### config.mk
export PLATFORM = sky130hd
export DESIGN_NAME = instr_decode
export DESIGN_NICKNAME = d
export VERILOG_FILES = /design/src/logic/dummy_end_marker_not_used.sv /design/src/logic/decode_pkg.sv /design/src/logic/field_if.sv /design/src/logic/operand_fields.sv /design/src/logic/instr_decode.sv
export VERILOG_INCLUDE_DIRS = /design/src /design/src/logic
export SDC_FILE = /design/constraint.sdc
export NUM_CORES = 1
export LEC_CHECK = 0
export BUFFER_PORTS_ARGS = -buffer_cell sky130_fd_sc_hd__clkbuf_2
export CAP_MARGIN = 20
export CORE_MARGIN = 4
export CORE_UTILIZATION = 40
export DETAILED_ROUTE_END_ITERATION = 7
export SYNTH_ARGS = -nofsm -noshare
export SYNTH_HDL_FRONTEND = slang
export SYNTH_HIERARCHICAL = 1
export SYNTH_SLANG_ARGS = --single-unit
### constraint.sdc
create_clock -name mclk -period 2.23 [get_ports mclk]
set_clock_uncertainty 0.05 [all_clocks]
set_input_delay 0.446 -clock mclk [delete_from_list [all_inputs] [get_ports mclk]]
set_output_delay 0.446 -clock mclk [all_outputs]
set_load 0.05 [all_outputs]
### src/logic/decode_params.svh
// Summary of operation
// - Single words are 24 bits; the top 8 bits are the opcode.
// - Double words span 48 bits; the second word's top 8 bits must be zero.
// - A second word that is fetched on its own executes as a no-operation.
// - Every double-word instruction completes in two instruction cycles.
// - Single words take one cycle; condition, PC change or visibility read adds NOP cycles.
// - A taken skip costs two cycles over a single word and three over a double.
// - Double-word moves complete in two instruction cycles.
// - Reads or read-modify-writes of non-CPU SFRs cost one extra cycle; double words add none.
// - File instructions give a file address and a destination of that file or W0.
// - The bit position field is four bits and selects bit 0 to 15.
// - Ten bit immediate: 0 to 255 in byte mode, 0 to 1023 in word mode.
// - The program address immediate always has its lowest bit at zero.
// - Accumulator write-back goes only to W13, directly or post-incremented by two.
// - Square operations use one of W4 to W7 as both multiplicand and multiplier.
// - Multiply operations use one of six distinct pairs from W4 to W7.
// - X prefetch uses W8 or W9 with post-modify, W9 indexed by W12, or none.
// - Y prefetch uses W10 or W11 with post-modify, W11 indexed by W12, or none.
// - X and Y prefetch destinations are W4 to W7 only.
`ifndef DECODE_PARAMS_SVH
`define DECODE_PARAMS_SVH

`define OPC_HI 23
`define OPC_LO 16
`define OPC_NOP 8'h00
`define OPC_CALL_LONG 8'h02
`define OPC_GOTO_LONG 8'h04
`define OPC_MOVE_DBL 8'h08
`define GRP_MISC 4'h0
`define GRP_BRANCH 4'h3
`define GRP_LIT 4'h4
`define GRP_BIT 4'ha
`define GRP_FILE 4'hb
`define GRP_DSP 4'hc
`define GRP_SKIP 4'hd
`define DSP_SQUARE_SEL 2'h1
`define ACC_WB_DIRECT 2'h1
`define ACC_WB_POSTINC 2'h2
`define BYTE_IMM_MAX 10'h0ff
`define W_DEFAULT 4'h0
`define W_DSP_BASE 4'h4
`define W_X_BASE0 4'h8
`define W_X_BASE1 4'h9
`define W_Y_BASE0 4'ha
`define W_Y_BASE1 4'hb
`define W_INDEX 4'hc
`define W_ACC_WB 4'hd
`define PF_INDEXED 4'he
`define PF_NONE 4'hf
`define PF_PER_BASE 4'h7
`define MULT_PAIRS 3'h6
`define EXTRA_BRANCH 3'h3
`define EXTRA_VISIBILITY 3'h1
`define EXTRA_SFR 3'h1

`endif

### src/logic/dummy_end_marker_not_used.sv
`timescale 1ns/1ps
`default_nettype none
`default_nettype wire

### src/logic/decode_pkg.sv
package decode_pkg;

  typedef enum logic [3:0] {
    CLS_NOP = 4'h0,
    CLS_DOUBLE = 4'h1,
    CLS_BRANCH = 4'h2,
    CLS_LIT = 4'h3,
    CLS_BIT = 4'h4,
    CLS_FILE = 4'h5,
    CLS_MAC = 4'h6,
    CLS_SQUARE = 4'h7,
    CLS_SKIP = 4'h8,
    CLS_GENERIC = 4'h9
  } instr_class_t;

  typedef struct packed {
    logic enable;
    logic [3:0] base_reg;
    logic indexed;
    logic signed [3:0] modify;
  } prefetch_t;

  typedef struct packed {
    logic enable;
    logic [3:0] dest_reg;
    logic post_inc2;
  } acc_wb_t;

  typedef struct packed {
    logic [12:0] file_addr;
    logic dest_is_file_default_working_reg;
    logic byte_mode;
    logic [3:0] bit_position_field;
    logic [9:0] ten_bit_immediate;
    logic imm_range_err;
    logic [3:0] work_reg;
    logic acc_sel;
    logic [3:0] mult_a;
    logic [3:0] mult_b;
    logic pair_err;
    prefetch_t x_prefetch_addr;
    prefetch_t y_prefetch_addr;
    logic [3:0] x_dest;
    logic [3:0] y_dest;
    acc_wb_t acc_writeback_dest;
  } fields_t;

endpackage

### src/logic/field_if.sv
`timescale 1ns/1ps
`default_nettype none
interface field_if;
  logic [23:0] word;
  decode_pkg::instr_class_t cls;
  decode_pkg::fields_t fields;
  modport extractor (input word, input cls, output fields);
  modport decoder (output word, output cls, input fields);
endinterface
`default_nettype wire

### src/logic/operand_fields.sv
`timescale 1ns/1ps
`default_nettype none
`include "decode_params.svh"
module operand_fields (
  field_if.extractor fb
);

  function automatic decode_pkg::prefetch_t prefetch(input logic [3:0] code,
                                                     input logic [3:0] base0,
                                                     input logic [3:0] base1);
    decode_pkg::prefetch_t p;
    logic [3:0] idx;
    p = '0;
    idx = (code < `PF_PER_BASE) ? code : code - `PF_PER_BASE;
    if (code == `PF_NONE) begin
      p.enable = 1'h0;
    end else if (code == `PF_INDEXED) begin
      p.enable = 1'h1;
      p.base_reg = base1;
      p.indexed = 1'h1;
    end else begin
      p.enable = 1'h1;
      p.base_reg = (code < `PF_PER_BASE) ? base0 : base1;
      unique case (idx)
        4'h0: p.modify = 4'sh6;
        4'h1: p.modify = 4'sh4;
        4'h2: p.modify = 4'sh2;
        4'h3: p.modify = 4'sh0;
        4'h4: p.modify = -4'sh6;
        4'h5: p.modify = -4'sh4;
        default: p.modify = -4'sh2;
      endcase
    end
    return p;
  endfunction

  always_comb begin
    logic [23:0] w;
    decode_pkg::fields_t f;
    w = fb.word;
    f = '0;
    f.work_reg = w[3:0];
    unique case (fb.cls)
      decode_pkg::CLS_FILE: begin
        f.file_addr = w[12:0];
        f.dest_is_file_default_working_reg = ~w[13];
        f.byte_mode = w[14];
      end
      decode_pkg::CLS_BIT, decode_pkg::CLS_SKIP: begin
        // Bit operations address whole words, so the file address is even.
        f.bit_position_field = w[15:12];
        f.file_addr = {w[11:0], 1'h0};
      end
      decode_pkg::CLS_LIT: begin
        f.byte_mode = w[14];
        if (w[14]) begin
          f.ten_bit_immediate = {2'h0, w[11:4]};
          f.imm_range_err = (w[13:4] > `BYTE_IMM_MAX);
        end else begin
          f.ten_bit_immediate = w[13:4];
        end
      end
      decode_pkg::CLS_MAC, decode_pkg::CLS_SQUARE: begin
        f.acc_sel = w[15];
        if (fb.cls == decode_pkg::CLS_SQUARE) begin
          f.mult_a = `W_DSP_BASE + {2'h0, w[13:12]};
          f.mult_b = f.mult_a;
        end else begin
          f.pair_err = (w[14:12] >= `MULT_PAIRS);
          unique case (w[14:12])
            3'h1: begin f.mult_a = 4'h4; f.mult_b = 4'h6; end
            3'h2: begin f.mult_a = 4'h4; f.mult_b = 4'h7; end
            3'h3: begin f.mult_a = 4'h5; f.mult_b = 4'h6; end
            3'h4: begin f.mult_a = 4'h5; f.mult_b = 4'h7; end
            3'h5: begin f.mult_a = 4'h6; f.mult_b = 4'h7; end
            default: begin f.mult_a = 4'h4; f.mult_b = 4'h5; end
          endcase
        end
        f.x_prefetch_addr = prefetch(w[11:8], `W_X_BASE0, `W_X_BASE1);
        f.y_prefetch_addr = prefetch(w[7:4], `W_Y_BASE0, `W_Y_BASE1);
        f.x_dest = `W_DSP_BASE + {2'h0, w[3:2]};
        f.y_dest = `W_DSP_BASE + {2'h0, w[1:0]};
        f.acc_writeback_dest.enable = (w[17:16] == `ACC_WB_DIRECT) ||
                                      (w[17:16] == `ACC_WB_POSTINC);
        f.acc_writeback_dest.dest_reg = `W_ACC_WB;
        f.acc_writeback_dest.post_inc2 = (w[17:16] == `ACC_WB_POSTINC);
      end
      default: begin
        f.work_reg = w[3:0];
      end
    endcase
    fb.fields = f;
  end

endmodule
`default_nettype wire

### src/logic/instr_decode.sv
`timescale 1ns/1ps
`default_nettype none
`include "decode_params.svh"
module instr_decode #(
  parameter logic [2:0] BRANCH_EXTRA = `EXTRA_BRANCH,
  parameter logic [2:0] VIS_EXTRA = `EXTRA_VISIBILITY,
  parameter logic [2:0] SFR_EXTRA = `EXTRA_SFR
) (
  input wire logic mclk,
  input wire logic rstn,
  input wire logic [23:0] fetch_word,
  input wire logic fetch_valid,
  output logic fetch_ready,
  input wire logic exec_cond_true,
  input wire logic exec_pc_change,
  input wire logic exec_program_space_visibility,
  input wire logic exec_ext_sfr,
  output logic stall,
  output logic issue_valid,
  output logic issue_nop,
  output logic [7:0] issue_opcode,
  output decode_pkg::instr_class_t issue_class,
  output decode_pkg::fields_t issue_fields,
  output logic [22:0] program_address_immediate,
  output logic second_word_err
);

  typedef enum logic [3:0] {
    ST_IDLE = 4'h1,
    ST_SECOND = 4'h2,
    ST_WAIT = 4'h4,
    ST_SKIP = 4'h8
  } state_t;

  ////////////////////////////////////////////////////////////////////////////////

  function automatic decode_pkg::instr_class_t classify(input logic [7:0] opc);
    decode_pkg::instr_class_t c;
    c = decode_pkg::CLS_GENERIC;
    unique case (opc[7:4])
      `GRP_MISC: begin
        if (opc == `OPC_NOP) begin
          c = decode_pkg::CLS_NOP;
        end else if (opc == `OPC_CALL_LONG || opc == `OPC_GOTO_LONG ||
                     opc == `OPC_MOVE_DBL) begin
          c = decode_pkg::CLS_DOUBLE;
        end
      end
      `GRP_BRANCH: c = decode_pkg::CLS_BRANCH;
      `GRP_LIT: c = decode_pkg::CLS_LIT;
      `GRP_BIT: c = decode_pkg::CLS_BIT;
      `GRP_FILE: c = decode_pkg::CLS_FILE;
      `GRP_DSP: c = (opc[3:2] == `DSP_SQUARE_SEL) ? decode_pkg::CLS_SQUARE : decode_pkg::CLS_MAC;
      `GRP_SKIP: c = decode_pkg::CLS_SKIP;
      default: c = decode_pkg::CLS_GENERIC;
    endcase
    return c;
  endfunction

  ////////////////////////////////////////////////////////////////////////////////

  field_if fb ();

  operand_fields u_fields (
    .fb(fb)
  );

  state_t state_q;
  logic [2:0] cnt_q;
  logic skip_pend_q;
  logic skip_second_q;
  logic [14:0] pa_lo_q;
  logic issue_valid_q;
  logic issue_nop_q;
  logic [7:0] issue_opcode_q;
  decode_pkg::instr_class_t issue_class_q;
  decode_pkg::fields_t issue_fields_q;
  logic [22:0] pai_q;
  logic second_err_q;

  decode_pkg::instr_class_t cls;
  logic accept;
  logic is_double;
  logic pc_moves;
  logic skip_take;
  logic [2:0] extra_d;

  assign cls = classify(fetch_word[`OPC_HI:`OPC_LO]);
  assign fb.word = fetch_word;
  assign fb.cls = cls;
  assign fetch_ready = (state_q != ST_WAIT);
  assign stall = (state_q == ST_WAIT);
  assign accept = fetch_valid & fetch_ready;
  assign is_double = (cls == decode_pkg::CLS_DOUBLE);
  assign pc_moves = exec_pc_change | ((cls == decode_pkg::CLS_BRANCH) & exec_cond_true);
  assign skip_take = (cls == decode_pkg::CLS_SKIP) & exec_cond_true;

  // Double words and NOPs never add cycles; the sum saturates nowhere, so the
  // three extras together must stay below eight.
  always_comb begin
    extra_d = 3'h0;
    if (!is_double && cls != decode_pkg::CLS_NOP) begin
      extra_d = (pc_moves ? BRANCH_EXTRA : 3'h0) +
                (exec_program_space_visibility ? VIS_EXTRA : 3'h0) +
                (exec_ext_sfr ? SFR_EXTRA : 3'h0);
    end
  end

  ////////////////////////////////////////////////////////////////////////////////

  always_ff @(posedge mclk or negedge rstn) begin
    if (!rstn) begin
      state_q <= ST_IDLE;
    end else begin
      unique case (state_q)
        ST_IDLE: begin
          if (accept) begin
            if (is_double) begin
              state_q <= ST_SECOND;
            end else if (extra_d != 3'h0) begin
              state_q <= ST_WAIT;
            end else if (skip_take) begin
              state_q <= ST_SKIP;
            end
          end
        end
        ST_SECOND: begin
          if (accept) begin
            state_q <= ST_IDLE;
          end
        end
        ST_WAIT: begin
          if (cnt_q == 3'h1) begin
            state_q <= skip_pend_q ? ST_SKIP : ST_IDLE;
          end
        end
        ST_SKIP: begin
          // A skipped double word costs one more discarded fetch.
          if (accept && !(is_double && !skip_second_q)) begin
            state_q <= ST_IDLE;
          end
        end
      endcase
    end
  end

  always_ff @(posedge mclk or negedge rstn) begin
    if (!rstn) begin
      cnt_q <= 3'h0;
    end else if (state_q == ST_IDLE && accept && !is_double) begin
      cnt_q <= extra_d;
    end else if (state_q == ST_WAIT) begin
      cnt_q <= cnt_q - 3'h1;
    end
  end

  always_ff @(posedge mclk or negedge rstn) begin
    if (!rstn) begin
      skip_pend_q <= 1'h0;
      skip_second_q <= 1'h0;
    end else begin
      if (state_q == ST_IDLE && accept) begin
        skip_pend_q <= skip_take;
      end
      if (state_q == ST_SKIP && accept) begin
        skip_second_q <= is_double && !skip_second_q;
      end else if (state_q != ST_SKIP) begin
        skip_second_q <= 1'h0;
      end
    end
  end

  ////////////////////////////////////////////////////////////////////////////////

  always_ff @(posedge mclk or negedge rstn) begin
    if (!rstn) begin
      pa_lo_q <= 15'h0000;
      pai_q <= 23'h000000;
      second_err_q <= 1'h0;
    end else begin
      second_err_q <= 1'h0;
      if (state_q == ST_IDLE && accept && is_double) begin
        pa_lo_q <= fetch_word[15:1];
      end
      if (state_q == ST_SECOND && accept) begin
        pai_q <= {fetch_word[6:0], pa_lo_q, 1'h0};
        second_err_q <= (fetch_word[`OPC_HI:`OPC_LO] != `OPC_NOP);
      end
    end
  end

  always_ff @(posedge mclk or negedge rstn) begin
    if (!rstn) begin
      issue_valid_q <= 1'h0;
      issue_nop_q <= 1'h0;
      issue_opcode_q <= `OPC_NOP;
      issue_class_q <= decode_pkg::CLS_NOP;
      issue_fields_q <= '0;
    end else begin
      issue_valid_q <= 1'h0;
      issue_nop_q <= 1'h0;
      unique case (state_q)
        ST_IDLE: begin
          if (accept) begin
            issue_opcode_q <= fetch_word[`OPC_HI:`OPC_LO];
            issue_class_q <= cls;
            issue_fields_q <= fb.fields;
            issue_valid_q <= !is_double;
            issue_nop_q <= (cls == decode_pkg::CLS_NOP);
          end
        end
        ST_SECOND: begin
          issue_valid_q <= accept;
        end
        ST_WAIT: begin
          issue_valid_q <= 1'h1;
          issue_nop_q <= 1'h1;
        end
        ST_SKIP: begin
          if (accept) begin
            issue_valid_q <= 1'h1;
            issue_nop_q <= 1'h1;
            issue_opcode_q <= `OPC_NOP;
            issue_class_q <= decode_pkg::CLS_NOP;
          end
        end
      endcase
    end
  end

  assign issue_valid = issue_valid_q;
  assign issue_nop = issue_nop_q;
  assign issue_opcode = issue_opcode_q;
  assign issue_class = issue_class_q;
  assign issue_fields = issue_fields_q;
  assign program_address_immediate = pai_q;
  assign second_word_err = second_err_q;

  logic idle_acc;
  assign idle_acc = (state_q == ST_IDLE) && accept;
endmodule
`default_nettype wire

==> metrics.md <==
| Metric | Value |
|---|---|
| Final setup fails | 4 |
| Rows | 48 |
| Fmax | 401 MHz |
| PortBufs | 147 |
| Avg WL per Cell | 15.9 um |
| Critical Path AT | 2.81 ns |
| CP Class | input pin to flip-flop |
| Area Overhead vs Synth | 30.1% |
| Average size of a mapped cell | 9.47 um2 |
| Vias per std cell | 4.99 |
| Register area share after synthesis | 49.9% |
| Global placer's final weighted congestion | 0.826 |
| WL met3 | 1020 um |
| CTS tree | built |
| Initial antenna violation count | 0 |
| Worst Path Required | 2.54 ns |
| WHS | 0.212 ns |
| Critical Path End Type | flip-flop |
| Async S/R FF share, synth | 100% |
| Bufs on Longest Clock Path | 2 |
| Rel. slew slack | 32.7% |
| Die height | 140 um |
| Routed length on met1 | 8600 um |
| CP startpoint kind | input pin |
| Clock Pin Slew Worst Setup and Hold Paths | 0.06 ns |
| YS warnings | 6 |
| Nets | 958 |
| Failing checks | setup timing |
| Fin. Hold Viols | 0 |
| DRT Pass-1 Iters | 4 |
| FF+latch count, synth | 139 |
| Area of the multi-input gates | 0.00319 mm2 |
| Initial drt markers | 366 |
| Core area | 0.0172 mm2 |
| DPL Wire Length | 12,900 um |
| RSZ-0062 raised after global routing | yes |
| Initial Utilization | 40.6% |
| Filler cell count | 1,632 |
| Met2 wire length | 8560 um |
| I/O Pins | 149 |
| Vias in the first global route | 5,793 |
| Share of post-route cells with drive strength above 1 | 33.4% |
| Clk sinks | 139 |
| Area after DPL | 0.00822 mm2 |
| Final WS setup | -0.264 ns |
| Synthesized instance count | 737 |
| Die area | 0.0196 mm2 |
| Final WL | 18,300 um |
| Finished Cell Area | 0.00908 mm2 |
| Post-synth EDFFs | 0 |
| Mapped cell area | 0.00698 mm2 |
| Sequential cell area | 0.00348 mm2 |
| DRC Markers | 0 |
| Top FF cell, synth | dfrtp_1 |
| Num CTS Buffers | 17 |
| VDD IR max | 0.703 mV |
| CP max FO | 4 |
| P_leak | 4.92 nW |
| First-pass GRT wire length | 30,900 um |
| Status | complete, but fails checks |
| Least-Margin Pin Slew | 1.00 ns |
| Max layer used | met4 |
| Slew Viols, Final | 0 |
| Detail Route Antenna Nets | 0 |
| Die W | 140 um |
| Total gr overflow | 0 |
| Root buffer cell | clkbuf_16 |
| # diodes | 0 |
| Final worst path period need | 2.49 ns |
| H-tree level count | 4 |
| Period utilisation layout | 112% |
| HP Class | input pin to flip-flop |
| DR vias | 5,749 |
| Count of cell types in the netlist | 76 |
| Worst skew pair latency | 0.42 ns |
| Largest net degree at the start of global routing | 62 |
| Max cap viols | 0 |
| Pwr/cell area | 1090 mW/mm2 |
| Gr usage total | 19.5% |
==> cell usage in the layout (no fill, tap or decap), types with 10 or more instances in the layout <==
master	n
o21ai_0	12
dfrtp_1	137
nor2_1	20
a21oi_1	16
conb_1	11
clkbuf_2	140
clkbuf_16	17
inv_1	15
and2_1	20
buf_4	59
ha_1	10
a22o_1	22
mux2_2	15
mux2_1	22
nand2_1	251
==> flip-flops by register name, indices dropped and copies added (netlist names) <==
name                       count
issue_class                    4
skip_second_q                  1
pa_lo_q                       15
second_word_err                1
program_address_immediate     22
skip_pend_q                    1
state_q                        4
issue_opcode                   8
cnt_q                          3
issue_nop                      1
issue_fields                  78
issue_valid                    1
==> what timing repair did <==
item / 4_1_cts / 5_1_grt
hold endpoints to repair: 36 / 0
buffers inserted: 8 / 6
resized for setup: 14 / 14
endpoints found under the setup margin: 19 / 24
pin swaps: 12 / 4
hold buffers: 1 / 0
cloned: 0 / 0
==> Yosys cell counts, drive strengths merged, types with 2 or more instances <==
cell    count  share of area [%]
nor2       22                1.3
ha         11                2.0
a31oi       7               0.63
o31ai       2               0.22
and2       22                2.0
o22a        2               0.25
a32oi       2               0.25
o21ai      16                1.2
nand3b      3               0.38
nor3       10                1.0
a21oi      18                1.3
nand2     253                 14
xnor2       3               0.38
nor4b       3               0.68
and3        2               0.18
o21a        6               0.66
a22o       23                2.9
inv        19                1.0
conb        2               0.11
nor2b       6               0.54
dfrtp     138                 49
o211ai      2               0.22
a311oi      3               0.56
nand2b      5               0.45
or3         4               0.50
mux2       37                6.0
nor3b       4               0.43
o32ai       3               0.48
nor4        4               0.36
nand3       6               0.43
buf        57                5.3
xor2        5               0.63
o311ai      2               0.25
clkbuf     11               0.61
a211oi      3               0.39
a31o        2               0.25
==> cell type report <==
class	instances	area share, %
Timing Repair Buffer	218	15.9
Clock inverter	14	1.86
Multi-Input combinational cell	519	35.1
Inverter	20	0.841
Sequential cell	139	38.3
Clock buffer	18	4.84
Tap cell	225	3.10
==> per-stage QoR <==
step	instances	utilization [%]	setup TNS [ns]	power, mW	setup WS (ns)
final	1153	52.8	-0.596	9.94	-0.264
after global routing	1153	52.8	-0.901	10.5	-0.354
after CTS	1149	52.3	-0.846	10.0	-0.349
after detailed placement	1109	47.9	-19.10	6.98	-0.817
after global placement	1109	47.9	-17.38	6.96	-0.733
after floorplan	746	-	-2.38	5.99	-0.706
==> metal layers <==
metal	global-route usage, %	vias to the layer above
met5	0	-
met1	26.9	2807
met4	5.56	0
met3	4.85	12
li1	-	2774
met2	30.9	156
==> path summary, 6_finish.rpt <==
| path | start | endpoint | slack, ns | depth (start not counted) |
|---|---|---|---|---|
| setup / recovery | fetch_word[20] | state_q[0] | -0.26 | 14 |
| hold / removal | fetch_word[20] | issue_opcode[4] | 0.21 | 2 |
| setup reg to reg | state_q[0] | issue_opcode[7] | 0.17 | 3 |
| hold reg to reg | issue_fields[40] | issue_fields[40] | 0.42 | 2 |
| max in group asynchronous | rstn | state_q[0] | 1.00 | 3 |
| min in group asynchronous | rstn | issue_opcode[3] | 0.45 | 2 |
==> kinds of logic (layout without fill, tap and decap cells) <==
kind of cell    after synthesis  after routing  share of synthesized area [%]
buf+inv                      88            270                           7.01
mux                          37             37                           5.97
flops                       139            139                           49.9
fa+ha+maj                    13             13                           2.42
simple gates                350            350                           22.7
xor+xnor                      8              8                           1.00
compound gates              100            100                           11.0
other cells                   2             11                          0.108
==> critical path: stages <==
cell,delay [ns]
buf_8,0.10
or2_4,0.25
nor4_4,0.32
nor3_4,0.06
nor2_2,0.14
a31oi_1,0.11
fa_2,0.35
inv_2,0.07
ha_4,0.19
nand2b_4,0.14
o32ai_4,0.10
nand2_2,0.09
a311oi_2,0.24
o22a_1,0.19
==> report_power, final <==
group / internal (mW) / switching (mW) / total [mW]
logic: 1.02 / 2.67 / 3.69
registers: 3.01 / 0.321 / 3.33
clock network: 1.79 / 1.13 / 2.92
total: 5.82 / 4.12 / 9.94
No activity file was read; power rests on OpenSTA's default activity.
